<file path="src/rtl/tss_pkg.sv">
// Constants and carrier types for the transfer switch sequencer.
// Assumes a single 100 MHz system clock.
`default_nettype none
package tss_pkg;
    // ********************
    // Clock and time base
    // ********************
    localparam int unsigned CLK_HZ = 100_000_000;
    localparam int unsigned TICK_PERIOD_S = 1;
    localparam int unsigned TICK_CYCLES = CLK_HZ * TICK_PERIOD_S;
    localparam int unsigned TICK_W = 27;
    // ********************
    // Delays in seconds
    // ********************
    localparam int unsigned ENG_START_S = 3;
    localparam int unsigned TO_STANDBY_S = 2;
    localparam int unsigned TO_UTILITY_S = 12;
    localparam int unsigned COOLDOWN_MIN = 2;
    localparam int unsigned COOLDOWN_S = COOLDOWN_MIN * 60;
    localparam int unsigned EXER_MIN = 20;
    localparam int unsigned EXER_S = EXER_MIN * 60;
    localparam int unsigned WEEK_DAYS = 7;
    localparam int unsigned WEEK_S = WEEK_DAYS * 86400;
    localparam int unsigned HOLDUP_S = 90;
    localparam int unsigned DLY_W = 8;
    localparam int unsigned EXER_W = 11;
    localparam int unsigned WEEK_W = 20;
    localparam int unsigned HOLD_W = 7;
    // ********************
    // Sensing carrier
    // ********************
    localparam int unsigned PHASES = 3;
    typedef struct packed {
        logic [PHASES-1:0] above_pickup;
        logic [PHASES-1:0] below_dropout;
    } tss_src_sense_t;
    localparam int unsigned SYNC_W = 2 * $bits(tss_src_sense_t) + 2;
    typedef enum logic [2:0] {
        ST_NORMAL, ST_START_DLY, ST_WAIT_EMERG, ST_XFER_DLY,
        ST_ON_EMERG, ST_RETX_DLY, ST_COOLDOWN
    } tss_state_t;
endpackage
`default_nettype wire

</file>
<file path="src/rtl/tss_transfer_controller.sv">
// Transfer switch sequencer: source qualification, transfer delays,
// generator start/stop, load contactor command and weekly exerciser.
// Assumes comparator and selector inputs are asynchronous pins.
`timescale 1ns/1ps
`default_nettype none
module tss_transfer_controller #(
    parameter int unsigned TICK_CYCLES = tss_pkg::TICK_CYCLES,
    parameter int unsigned WEEK_S = tss_pkg::WEEK_S,
    parameter int unsigned EXER_S = tss_pkg::EXER_S,
    parameter int unsigned HOLDUP_S = tss_pkg::HOLDUP_S
) (
    // Clock and reset
    input wire logic clk,
    input wire logic rst,
    // Source voltage comparators
    input wire tss_pkg::tss_src_sense_t norm_sense,
    input wire tss_pkg::tss_src_sense_t emerg_sense,
    // Exerciser selector; run is neither set nor disable
    input wire logic sel_set,
    input wire logic sel_disable,
    // Generator and contactor commands, status
    output logic gen_start,
    output logic load_to_emerg,
    output logic exercising,
    output logic normal_ok,
    output logic emerg_ok
);
    // ********************
    // Input synchronisers
    // ********************
    logic [tss_pkg::SYNC_W-1:0] meta_ff;
    logic [tss_pkg::SYNC_W-1:0] sync_ff;
    tss_pkg::tss_src_sense_t norm_s;
    tss_pkg::tss_src_sense_t emerg_s;
    wire set_s;
    wire dis_s;
    assign {norm_s, emerg_s, set_s, dis_s} = sync_ff;

    always_ff @(posedge clk)
    begin
        meta_ff <= {norm_sense, emerg_sense, sel_set, sel_disable};
        sync_ff <= meta_ff;
    end

    // ********************
    // One second tick
    // ********************
    logic [tss_pkg::TICK_W-1:0] pre_ff;
    logic tick_ff;
    wire pre_end = pre_ff == tss_pkg::TICK_W'(TICK_CYCLES - 1);

    always_ff @(posedge clk)
    begin
        if (rst)
        begin
            pre_ff <= '0;
            tick_ff <= 1'b0;
        end
        else
        begin
            pre_ff <= pre_end ? '0 : pre_ff + 1'b1;
            tick_ff <= pre_end;
        end
    end

    // ********************
    // Source qualification
    // ********************
    function automatic logic src_ok(input logic ok,
                                    input tss_pkg::tss_src_sense_t s);
        // Hysteresis: pickup needed to qualify, dropout to fail
        src_ok = !(|s.below_dropout) && (ok || (|s.above_pickup));
    endfunction

    logic norm_ok_ff;
    logic emerg_ok_ff;

    always_ff @(posedge clk)
    begin
        if (rst)
        begin
            norm_ok_ff <= 1'b0;
            emerg_ok_ff <= 1'b0;
        end
        else
        begin
            norm_ok_ff <= src_ok(norm_ok_ff, norm_s);
            emerg_ok_ff <= src_ok(emerg_ok_ff, emerg_s);
        end
    end

    // ********************
    // Transfer sequencer
    // ********************
    tss_pkg::tss_state_t state_ff;
    tss_pkg::tss_state_t nxt_state;
    logic [tss_pkg::DLY_W-1:0] dly_ff;

    function automatic logic [tss_pkg::DLY_W-1:0] dly_limit(
        input tss_pkg::tss_state_t st);
        unique case (st)
            tss_pkg::ST_START_DLY:
                dly_limit = tss_pkg::DLY_W'(tss_pkg::ENG_START_S);
            tss_pkg::ST_XFER_DLY:
                dly_limit = tss_pkg::DLY_W'(tss_pkg::TO_STANDBY_S);
            tss_pkg::ST_RETX_DLY:
                dly_limit = tss_pkg::DLY_W'(tss_pkg::TO_UTILITY_S);
            tss_pkg::ST_COOLDOWN:
                dly_limit = tss_pkg::DLY_W'(tss_pkg::COOLDOWN_S);
            default:
                dly_limit = '1;
        endcase
    endfunction

    function automatic logic gen_state(input tss_pkg::tss_state_t st);
        gen_state = !(st inside {tss_pkg::ST_NORMAL, tss_pkg::ST_START_DLY});
    endfunction

    wire dly_done = tick_ff && (dly_ff == dly_limit(state_ff) - 1'b1);

    always_comb
    begin
        nxt_state = state_ff;
        unique case (state_ff)
            tss_pkg::ST_NORMAL:
                if (!norm_ok_ff)
                    nxt_state = tss_pkg::ST_START_DLY;
            tss_pkg::ST_START_DLY:
                if (norm_ok_ff)
                    nxt_state = tss_pkg::ST_NORMAL;
                else if (dly_done)
                    nxt_state = tss_pkg::ST_WAIT_EMERG;
            tss_pkg::ST_WAIT_EMERG:
                if (norm_ok_ff)
                    nxt_state = tss_pkg::ST_COOLDOWN;
                else if (emerg_ok_ff)
                    nxt_state = tss_pkg::ST_XFER_DLY;
            tss_pkg::ST_XFER_DLY:
                if (norm_ok_ff)
                    nxt_state = tss_pkg::ST_COOLDOWN;
                else if (!emerg_ok_ff)
                    nxt_state = tss_pkg::ST_WAIT_EMERG;
                else if (dly_done)
                    nxt_state = tss_pkg::ST_ON_EMERG;
            tss_pkg::ST_ON_EMERG:
                if (norm_ok_ff)
                    nxt_state = tss_pkg::ST_RETX_DLY;
            tss_pkg::ST_RETX_DLY:
                if (!norm_ok_ff)
                    nxt_state = tss_pkg::ST_ON_EMERG;
                else if (dly_done)
                    nxt_state = tss_pkg::ST_COOLDOWN;
            tss_pkg::ST_COOLDOWN:
                // Engine still turning, so skip the start delay
                if (!norm_ok_ff)
                    nxt_state = tss_pkg::ST_WAIT_EMERG;
                else if (dly_done)
                    nxt_state = tss_pkg::ST_NORMAL;
        endcase
    end

    always_ff @(posedge clk)
    begin
        if (rst)
        begin
            state_ff <= tss_pkg::ST_NORMAL;
            dly_ff <= '0;
        end
        else
        begin
            state_ff <= nxt_state;
            if (nxt_state != state_ff)
                dly_ff <= '0;
            else if (tick_ff)
                dly_ff <= dly_ff + 1'b1;
        end
    end

    // ********************
    // Weekly exerciser
    // ********************
    logic [tss_pkg::WEEK_W-1:0] week_ff;
    logic [tss_pkg::EXER_W-1:0] exer_cnt_ff;
    logic [tss_pkg::HOLD_W-1:0] hold_ff;
    logic exer_ff;
    logic lost_ff;
    logic set_prev_ff;
    logic gen_start_ff;
    logic to_emerg_ff;

    wire set_rel = set_prev_ff && !set_s;
    wire both_dead = !norm_ok_ff && !emerg_ok_ff;
    wire relearn = lost_ff && !both_dead;
    wire week_wrap = tick_ff && week_ff == tss_pkg::WEEK_W'(WEEK_S - 1);
    wire hold_end = tick_ff && hold_ff == tss_pkg::HOLD_W'(HOLDUP_S - 1);
    wire exer_end = tick_ff && exer_cnt_ff == tss_pkg::EXER_W'(EXER_S - 1);
    // Weekly slot only fires in run and never while lost_ff is set; a set release still starts one
    wire exer_go = set_rel
        || (week_wrap && !dis_s && !set_s && !lost_ff);
    wire nxt_exer = exer_go ? !dis_s
        : (exer_ff && !dis_s && !exer_end);
    // Exercise only ORs into the start line, never into the contactor
    wire nxt_gen_start = gen_state(nxt_state) || nxt_exer;

    always_ff @(posedge clk)
    begin
        if (rst)
        begin
            week_ff <= '0;
            exer_cnt_ff <= '0;
            hold_ff <= '0;
            exer_ff <= 1'b0;
            lost_ff <= 1'b0;
            set_prev_ff <= 1'b0;
        end
        else
        begin
            set_prev_ff <= set_s;
            if (set_rel || relearn || week_wrap)
                week_ff <= '0;
            else if (tick_ff)
                week_ff <= week_ff + 1'b1;
            exer_ff <= nxt_exer;
            if (!nxt_exer || exer_go)
                exer_cnt_ff <= '0;
            else if (tick_ff)
                exer_cnt_ff <= exer_cnt_ff + 1'b1;
            if (!both_dead)
                hold_ff <= '0;
            else if (tick_ff && !lost_ff)
                hold_ff <= hold_ff + 1'b1;
            if (relearn)
                lost_ff <= 1'b0;
            else if (both_dead && hold_end)
                lost_ff <= 1'b1;
        end
    end

    // ********************
    // Output registers
    // ********************
    always_ff @(posedge clk)
    begin
        if (rst)
        begin
            gen_start_ff <= 1'b0;
            to_emerg_ff <= 1'b0;
        end
        else
        begin
            gen_start_ff <= nxt_gen_start;
            to_emerg_ff <= nxt_state inside
                {tss_pkg::ST_ON_EMERG, tss_pkg::ST_RETX_DLY};
        end
    end

    assign gen_start = gen_start_ff;
    assign load_to_emerg = to_emerg_ff;
    assign exercising = exer_ff;
    assign normal_ok = norm_ok_ff;
    assign emerg_ok = emerg_ok_ff;
endmodule
`default_nettype wire

</file>
<file path="config.mk">
export PLATFORM = sky130hd
export DESIGN_NAME = tss_transfer_controller
export DESIGN_NICKNAME = d
export VERILOG_FILES = /design/src/rtl/tss_pkg.sv /design/src/rtl/tss_transfer_controller.sv
export SDC_FILE = /design/constraint.sdc
export NUM_CORES = 1
export LEC_CHECK = 0
export ABC_AREA = 1
export BUFFER_PORTS_ARGS = -buffer_cell sky130_fd_sc_hd__buf_2
export CORE_MARGIN = 2
export CORE_UTILIZATION = 40
export CTS_CLUSTER_SIZE = 24
export DETAILED_ROUTE_END_ITERATION = 8
export PLACE_DENSITY = 0.52
export SETUP_SLACK_MARGIN = 0.15
export SLEW_MARGIN = 10
export SYNTH_ARGS = -nofsm -noshare
export SYNTH_HDL_FRONTEND = slang
export SYNTH_SLANG_ARGS = --single-unit
</file>
<file path="constraint.sdc">
create_clock -name clk -period 2.8 [get_ports clk]
set_input_delay 0.42 -clock clk [delete_from_list [all_inputs] [get_ports clk]]
set_output_delay 0.42 -clock clk [all_outputs]
set_load 0.02 [all_outputs]
</file>
Yosys cells after proc, flatten, opt, wreduce, memory -nomap -nowiden
Cells that the tools add are included.
{"block": "op_classes", "n_addsub": 6, "mul": 0, "div": 0, "n_lt_le_gt_ge": 0, "eq_ne": 15, "shifts": 0, "mux": 16, "bitwise": 1, "n_reduce_logical": 48}
{"operator": "$mux W3", "n": 13}
{"operator": "$pmux W8 S4", "n": 1}
{"operator": "$add A27 B1 Y27 const B", "n": 1}
{"operator": "$eq A27 B27 Y1 const B", "n": 1}
{"operator": "$pmux W3 S7", "n": 1}
{"operator": "$add A20 B1 Y20 const B", "n": 1}
{"operator": "$eq A20 B20 Y1 const B", "n": 1}
{"operator": "$logic_and A1 B1 Y1", "n": 16}
{"operator": "$eq A3 B3 Y1 const B", "n": 5}
{"operator": "$reduce_or A2 Y1", "n": 6}
{"operator": "$reduce_or A3 Y1", "n": 4}
{"operator": "$add A11 B1 Y11 const B", "n": 1}
{"operator": "$eq A11 B11 Y1 const B", "n": 1}
{"operator": "$logic_not A1 Y1", "n": 11}
{"operator": "$add A8 B1 Y8 const B", "n": 1}
{"operator": "$eq A8 B8 Y1", "n": 1}
{"operator": "$sub A8 B1 Y8 const B", "n": 1}
{"operator": "$add A7 B1 Y7 const B", "n": 1}
{"operator": "$eq A7 B7 Y1 const B", "n": 1}
{"operator": "$logic_or A1 B1 Y1", "n": 7}
{"operator": "$eq A3 B1 Y1 const B", "n": 2}
{"operator": "$eq A3 B2 Y1 const B", "n": 2}
{"operator": "$logic_not A3 Y1", "n": 2}
{"operator": "$reduce_bool A2 Y1", "n": 2}
{"operator": "other kinds (3)", "n": 3}
{"block": "word_totals", "register_bits": 112, "latch_bits": 0, "ramBits": 0, "romBits": 0, "out_inout_bits": 5, "n_memories": 0}

Depth between registers and ports, before layout
{"block": "depth", "depth_word": 13, "depth_mapped": 23, "ltp_nobuf": 23}

Least setup slack after synthesis
No wires, ideal clock.
{"block": "synth_path", "path_kind": "register -> register", "startpoint": "register state_ff[2]", "endpoint": "register dly_ff[0] (netlist name)", "arrival_ns": 2.135, "setup_slack_ns": 0.600, "path_stages_with_launch": 19, "n_path_buf": 0, "cell_sequence": "dfxtp_1 inv_2 nand2_4 nand3_1 nand2_1 inv_1 ha_1 o21ai_0 a21oi_1 nand3_1 nor2_1 nand2_2 nand2_2 nand3_2 nand2_1 inv_1 nor2_2 nand3_4 nor2_1"}
{"block": "synth_via", "elab_chain_cells": 11, "elab_cells_between_ends": 27}
{"element": "from (decl)", "line": "tss_transfer_controller.sv:95", "rtl": "tss_pkg::tss_state_t state_ff;"}
{"element": "from (signal assigned)", "line": "tss_transfer_controller.sv:166", "rtl": "state_ff <= tss_pkg::ST_NORMAL;"}
{"element": "from (signal assigned)", "line": "tss_transfer_controller.sv:171", "rtl": "state_ff <= nxt_state;"}
{"element": "$eq A3 B3 Y1, or another cell as far along", "line": "tss_transfer_controller.sv:101, tss_transfer_controller.sv:124"}
{"element": "$pmux W8 S4", "line": "tss_transfer_controller.sv:101", "rtl": "unique case (st)"}
{"element": "$sub A8 B1 Y8", "line": "tss_transfer_controller.sv:119", "rtl": "wire dly_done = tick_ff && (dly_ff == dly_limit(state_ff) - 1'b1);"}
{"element": "$eq A8 B8 Y1", "line": "tss_transfer_controller.sv:119"}
{"element": "$logic_and A1 B1 Y1", "line": "tss_transfer_controller.sv:119"}
{"element": "$mux W3", "line": "tss_transfer_controller.sv:143", "rtl": "else if (dly_done)"}
{"element": "$mux W3", "line": "tss_transfer_controller.sv:141", "rtl": "else if (!emerg_ok_ff)"}
{"element": "$mux W3", "line": "tss_transfer_controller.sv:139", "rtl": "if (norm_ok_ff)"}
{"element": "$pmux W3 S7", "line": "tss_transfer_controller.sv:124", "rtl": "unique case (state_ff)"}
{"element": "$ne A3 B3 Y1 (*)", "line": "tss_transfer_controller.sv:172", "rtl": "if (nxt_state != state_ff)"}
{"element": "$reduce_or A2 Y1 (no source line) (*)"}
{"element": "to (signal assigned)", "line": "tss_transfer_controller.sv:175", "rtl": "dly_ff <= dly_ff + 1'b1;"}
{"element": "to (decl)", "line": "tss_transfer_controller.sv:97", "rtl": "logic [tss_pkg::DLY_W-1:0] dly_ff;"}
Every way passes the cells marked *; elsewhere a longest branch is shown, timed or not.
A chain may end at the register's enable or synchronous reset.

Final worst setup path
{"block": "layout_path", "startpoint": "register state_ff[0]", "endpoint": "register dly_ff[4] (netlist name)"}
The elaborated chain is that of the path after synthesis.

==> metrics.txt <==
outcome completed; clock network fraction of total power 33.7%; FF+latch count, synth 112; Ports 21; worst vdd ir 603 uV; clock root cell clkbuf_16; clock tree buffer depth 2; Post-Place Worst Slack between 0.15 and 0.2 ns; CP Class reg2reg; drt first pass iters 4; synthesized area 4750 um2; Max-slew headroom 70.7%; CTS HTree Levels 3; Vias 3910; Post-synth EDFFs 0; design area 5500 um2; Warnings, synthesis 0; Filler Cell Count 1131; Sink Count about 110; ys flop type dfxtp_1; Logic pwr share 22.0%; Worst Path Arrival about 2.7 ns; Max Slew Vio Count 0; fmax 410 MHz; P_leak 0.00207 uW; initial antenna violation count 0; final core utilization 47.8%; pwr dens just over 700 nW/um2; GRT Total Usage 15.6%; Layout area overhead 15.7%; Area after DPL approximately 5000 um2; DR DRC count 0; switch share 32.9%; DP Cell Count 772; CTS Buf Count 9; CTS tree yes; critical path peak fanout 8; internal power about 2700 uW; nets@finish 672; fraction of layout cells with a size suffix above 1 a little over an eighth; routed length per instance 11.8 um; vias in the first global route 3599; first-pass GRT wire length 16.3 mm; crit end category register; core box area 11500 um2; Initial Utilization 41.3%; Synth Area per Inst just under 8 um2; final count of hold timing violations 0; switching pwr 1300 uW; non-filler cells, final between 700 and 800; crit path time final 2.44 ns; number of distinct library cells after synthesis 39; Seq pwr share 44.3%; clock-pin slew on the worst setup and hold paths 0.08 ns; DPL Wire Length 6.76 mm; area of the die 12800 um2; worst min-delay path class in2reg; placer congestion estimate 0.871; syn nets 637; GRT overflow 0; CP startpoint kind register; Final ANT Viol Nets 0; Die Width approximately 110 um; max-cap violations 0; period utilization 87.2%; area of the multi-input gates between 2000 and 2500 um2; FF+latch area between 2000 and 2500 um2; vias per inst 4.91; largest net degree at the start of global routing 25; site row count 39; PortBufs 20; Die H 113 um; # diodes 0; drt first-iter violations 202; fraction of registers with async set/reset 0%; final setup fails 0; fin worst setup slack roughly 0.36 ns; Worst Skew 0.00795 ns; routed wire length 9.37 mm; RSZ-0062 raised after global routing false; Skew-Pair Late Insertion Delay about 0.36 ns; Worst Tran Pin Value 0.438 ns; Worst Path Required 3.10 ns; CTS Hold Bufs 0; setup TNS 0 ns; gate count of the mapped netlist 614; sequential share of the synthesized area 47.2%
## Yosys cell counts, types with 4 or more instances
cell        n  area share [%]
nand3b_1    5            0.79
inv_1      70             5.5
dfxtp_1   112              47
nand4_1    13             1.7
o21a_1      5            0.79
nand3_1    33             3.5
nand2_1   103             8.1
a21oi_1    33             3.5
nand3_2     4            0.84
nor4_1     11             1.4
clkbuf_1    6            0.47
a31oi_1     5            0.66
o21ai_0    21             2.2
nor3b_1    10             1.6
xor2_1     19             3.5
nor2_1     87             6.9
and3_1      6            0.79
nor3_1     30             3.2
ha_1        7             1.8
xnor2_1     6             1.1
nor2_2      4            0.53
## worst paths after layout
| path | cells after the start | slack, ns | endpoint | startpoint |
|---|---|---|---|---|
| setup reg to reg | 21 | 0.36 | dly_ff[4] | state_ff[0] |
| setup / recovery | 21 | 0.36 | dly_ff[4] | state_ff[0] |
| hold / removal | 1 | 0.15 | meta_ff[12] | norm_sense[4] |
| hold reg to reg | 0 | 0.33 | sync_ff[7] | meta_ff[7] |
## final cells by class
| class | instances | share of cell area (%) |
|---|---|---|
| Multi-Input combinational cell | 420 | 41.1 |
| Sequential cell | 112 | 41.0 |
| Inverter | 74 | 5.32 |
| Clock buffer | 9 | 4.10 |
| Timing Repair Buffer | 32 | 3.46 |
| Tap cell | 143 | 3.25 |
| Clock inverter | 7 | 1.75 |
## cells in the final DEF, fill, tap and decap left out, drive strengths merged, types with 7 or more instances in the layout
master and n:
nor2 91, nand2 107, buf 32, nor3b 11, nor3 30, xor2 19, a21oi 33, nand3 38
o21ai 23, clkbuf 9, nand4 13, ha 7, dfxtp 112, inv 77, nor4 11
## stage by stage
stage / hold slack [ns] / total power, uW
6_report: 0.149 / 3960
5_1_grt: 0.124 / 4200
4_1_cts: 0.139 / 3810
3_5_place_dp: 0.312 / 2450
3_3_place_gp: 0.310 / 2450
2_1_floorplan: 0.310 / 2290
## sequential cells by signal (all words and copies together) (netlist names), 3 cells and up
register and cells:
pre_ff 27, meta_ff 14, sync_ff 14, week_ff 20
hold_ff 7, state_ff 3, dly_ff 8, exer_cnt_ff 11
## metal layers
layer / track usage (%) / up-vias / share of wire [%]
li1: - / 2093 / -
met1: 20.9 / 1756 / 50
met2: 24.2 / 57 / 46
met3: 5.46 / 4 / 3.5
met4: 3.90 / 0 / 0.64
met5: 0 / - / 0
## power groups by stage
stage | combinational, uW | clock [uW] | sequential (uW)
6_report | 870 | 1340 | 1750
5_1_grt | 971 | 1460 | 1760
4_1_cts | 703 | 1390 | 1720
3_5_place_dp | 698 | 0 | 1750
3_3_place_gp | 697 | 0 | 1750
2_1_floorplan | 553 | 0 | 1740
## critical path: stages, from the launching register on
cell,delay [ns]
dfxtp_4,0.44
clkinv_4,0.10
nand3_4,0.09
nand3_4,0.07
nand2_1,0.09
inv_2,0.05
ha_4,0.16
nand2_1,0.08
nand2_2,0.07
nand3_2,0.06
nand2_1,0.05
nor2_1,0.10
nand2_1,0.07
nor2_2,0.12
nand2_2,0.11
nand2_2,0.10
nand3_2,0.07
nand2_1,0.07
inv_1,0.04
nor2_2,0.14
nand3_4,0.15
nor2_2,0.13
## repair_timing
item / 4_1_cts / 5_1_grt
resized for setup: 1 / 31
hold endpoints to repair: 0 / 0
setup endpoints to repair: 8 / 12
pin swaps: 0 / 9
buffers inserted: 0 / 9
## logic make-up after synthesis
| family | share of synthesized area, % |
|---|---|
| mux | 0.211 |
| xor+xnor | 4.61 |
| fa+ha+maj | 1.84 |
| simple gates | 31.1 |
| flops | 47.2 |
| buf+inv | 6.82 |
| compound gates | 8.19 |
Note: power is estimated with default switching activity, not from simulation.
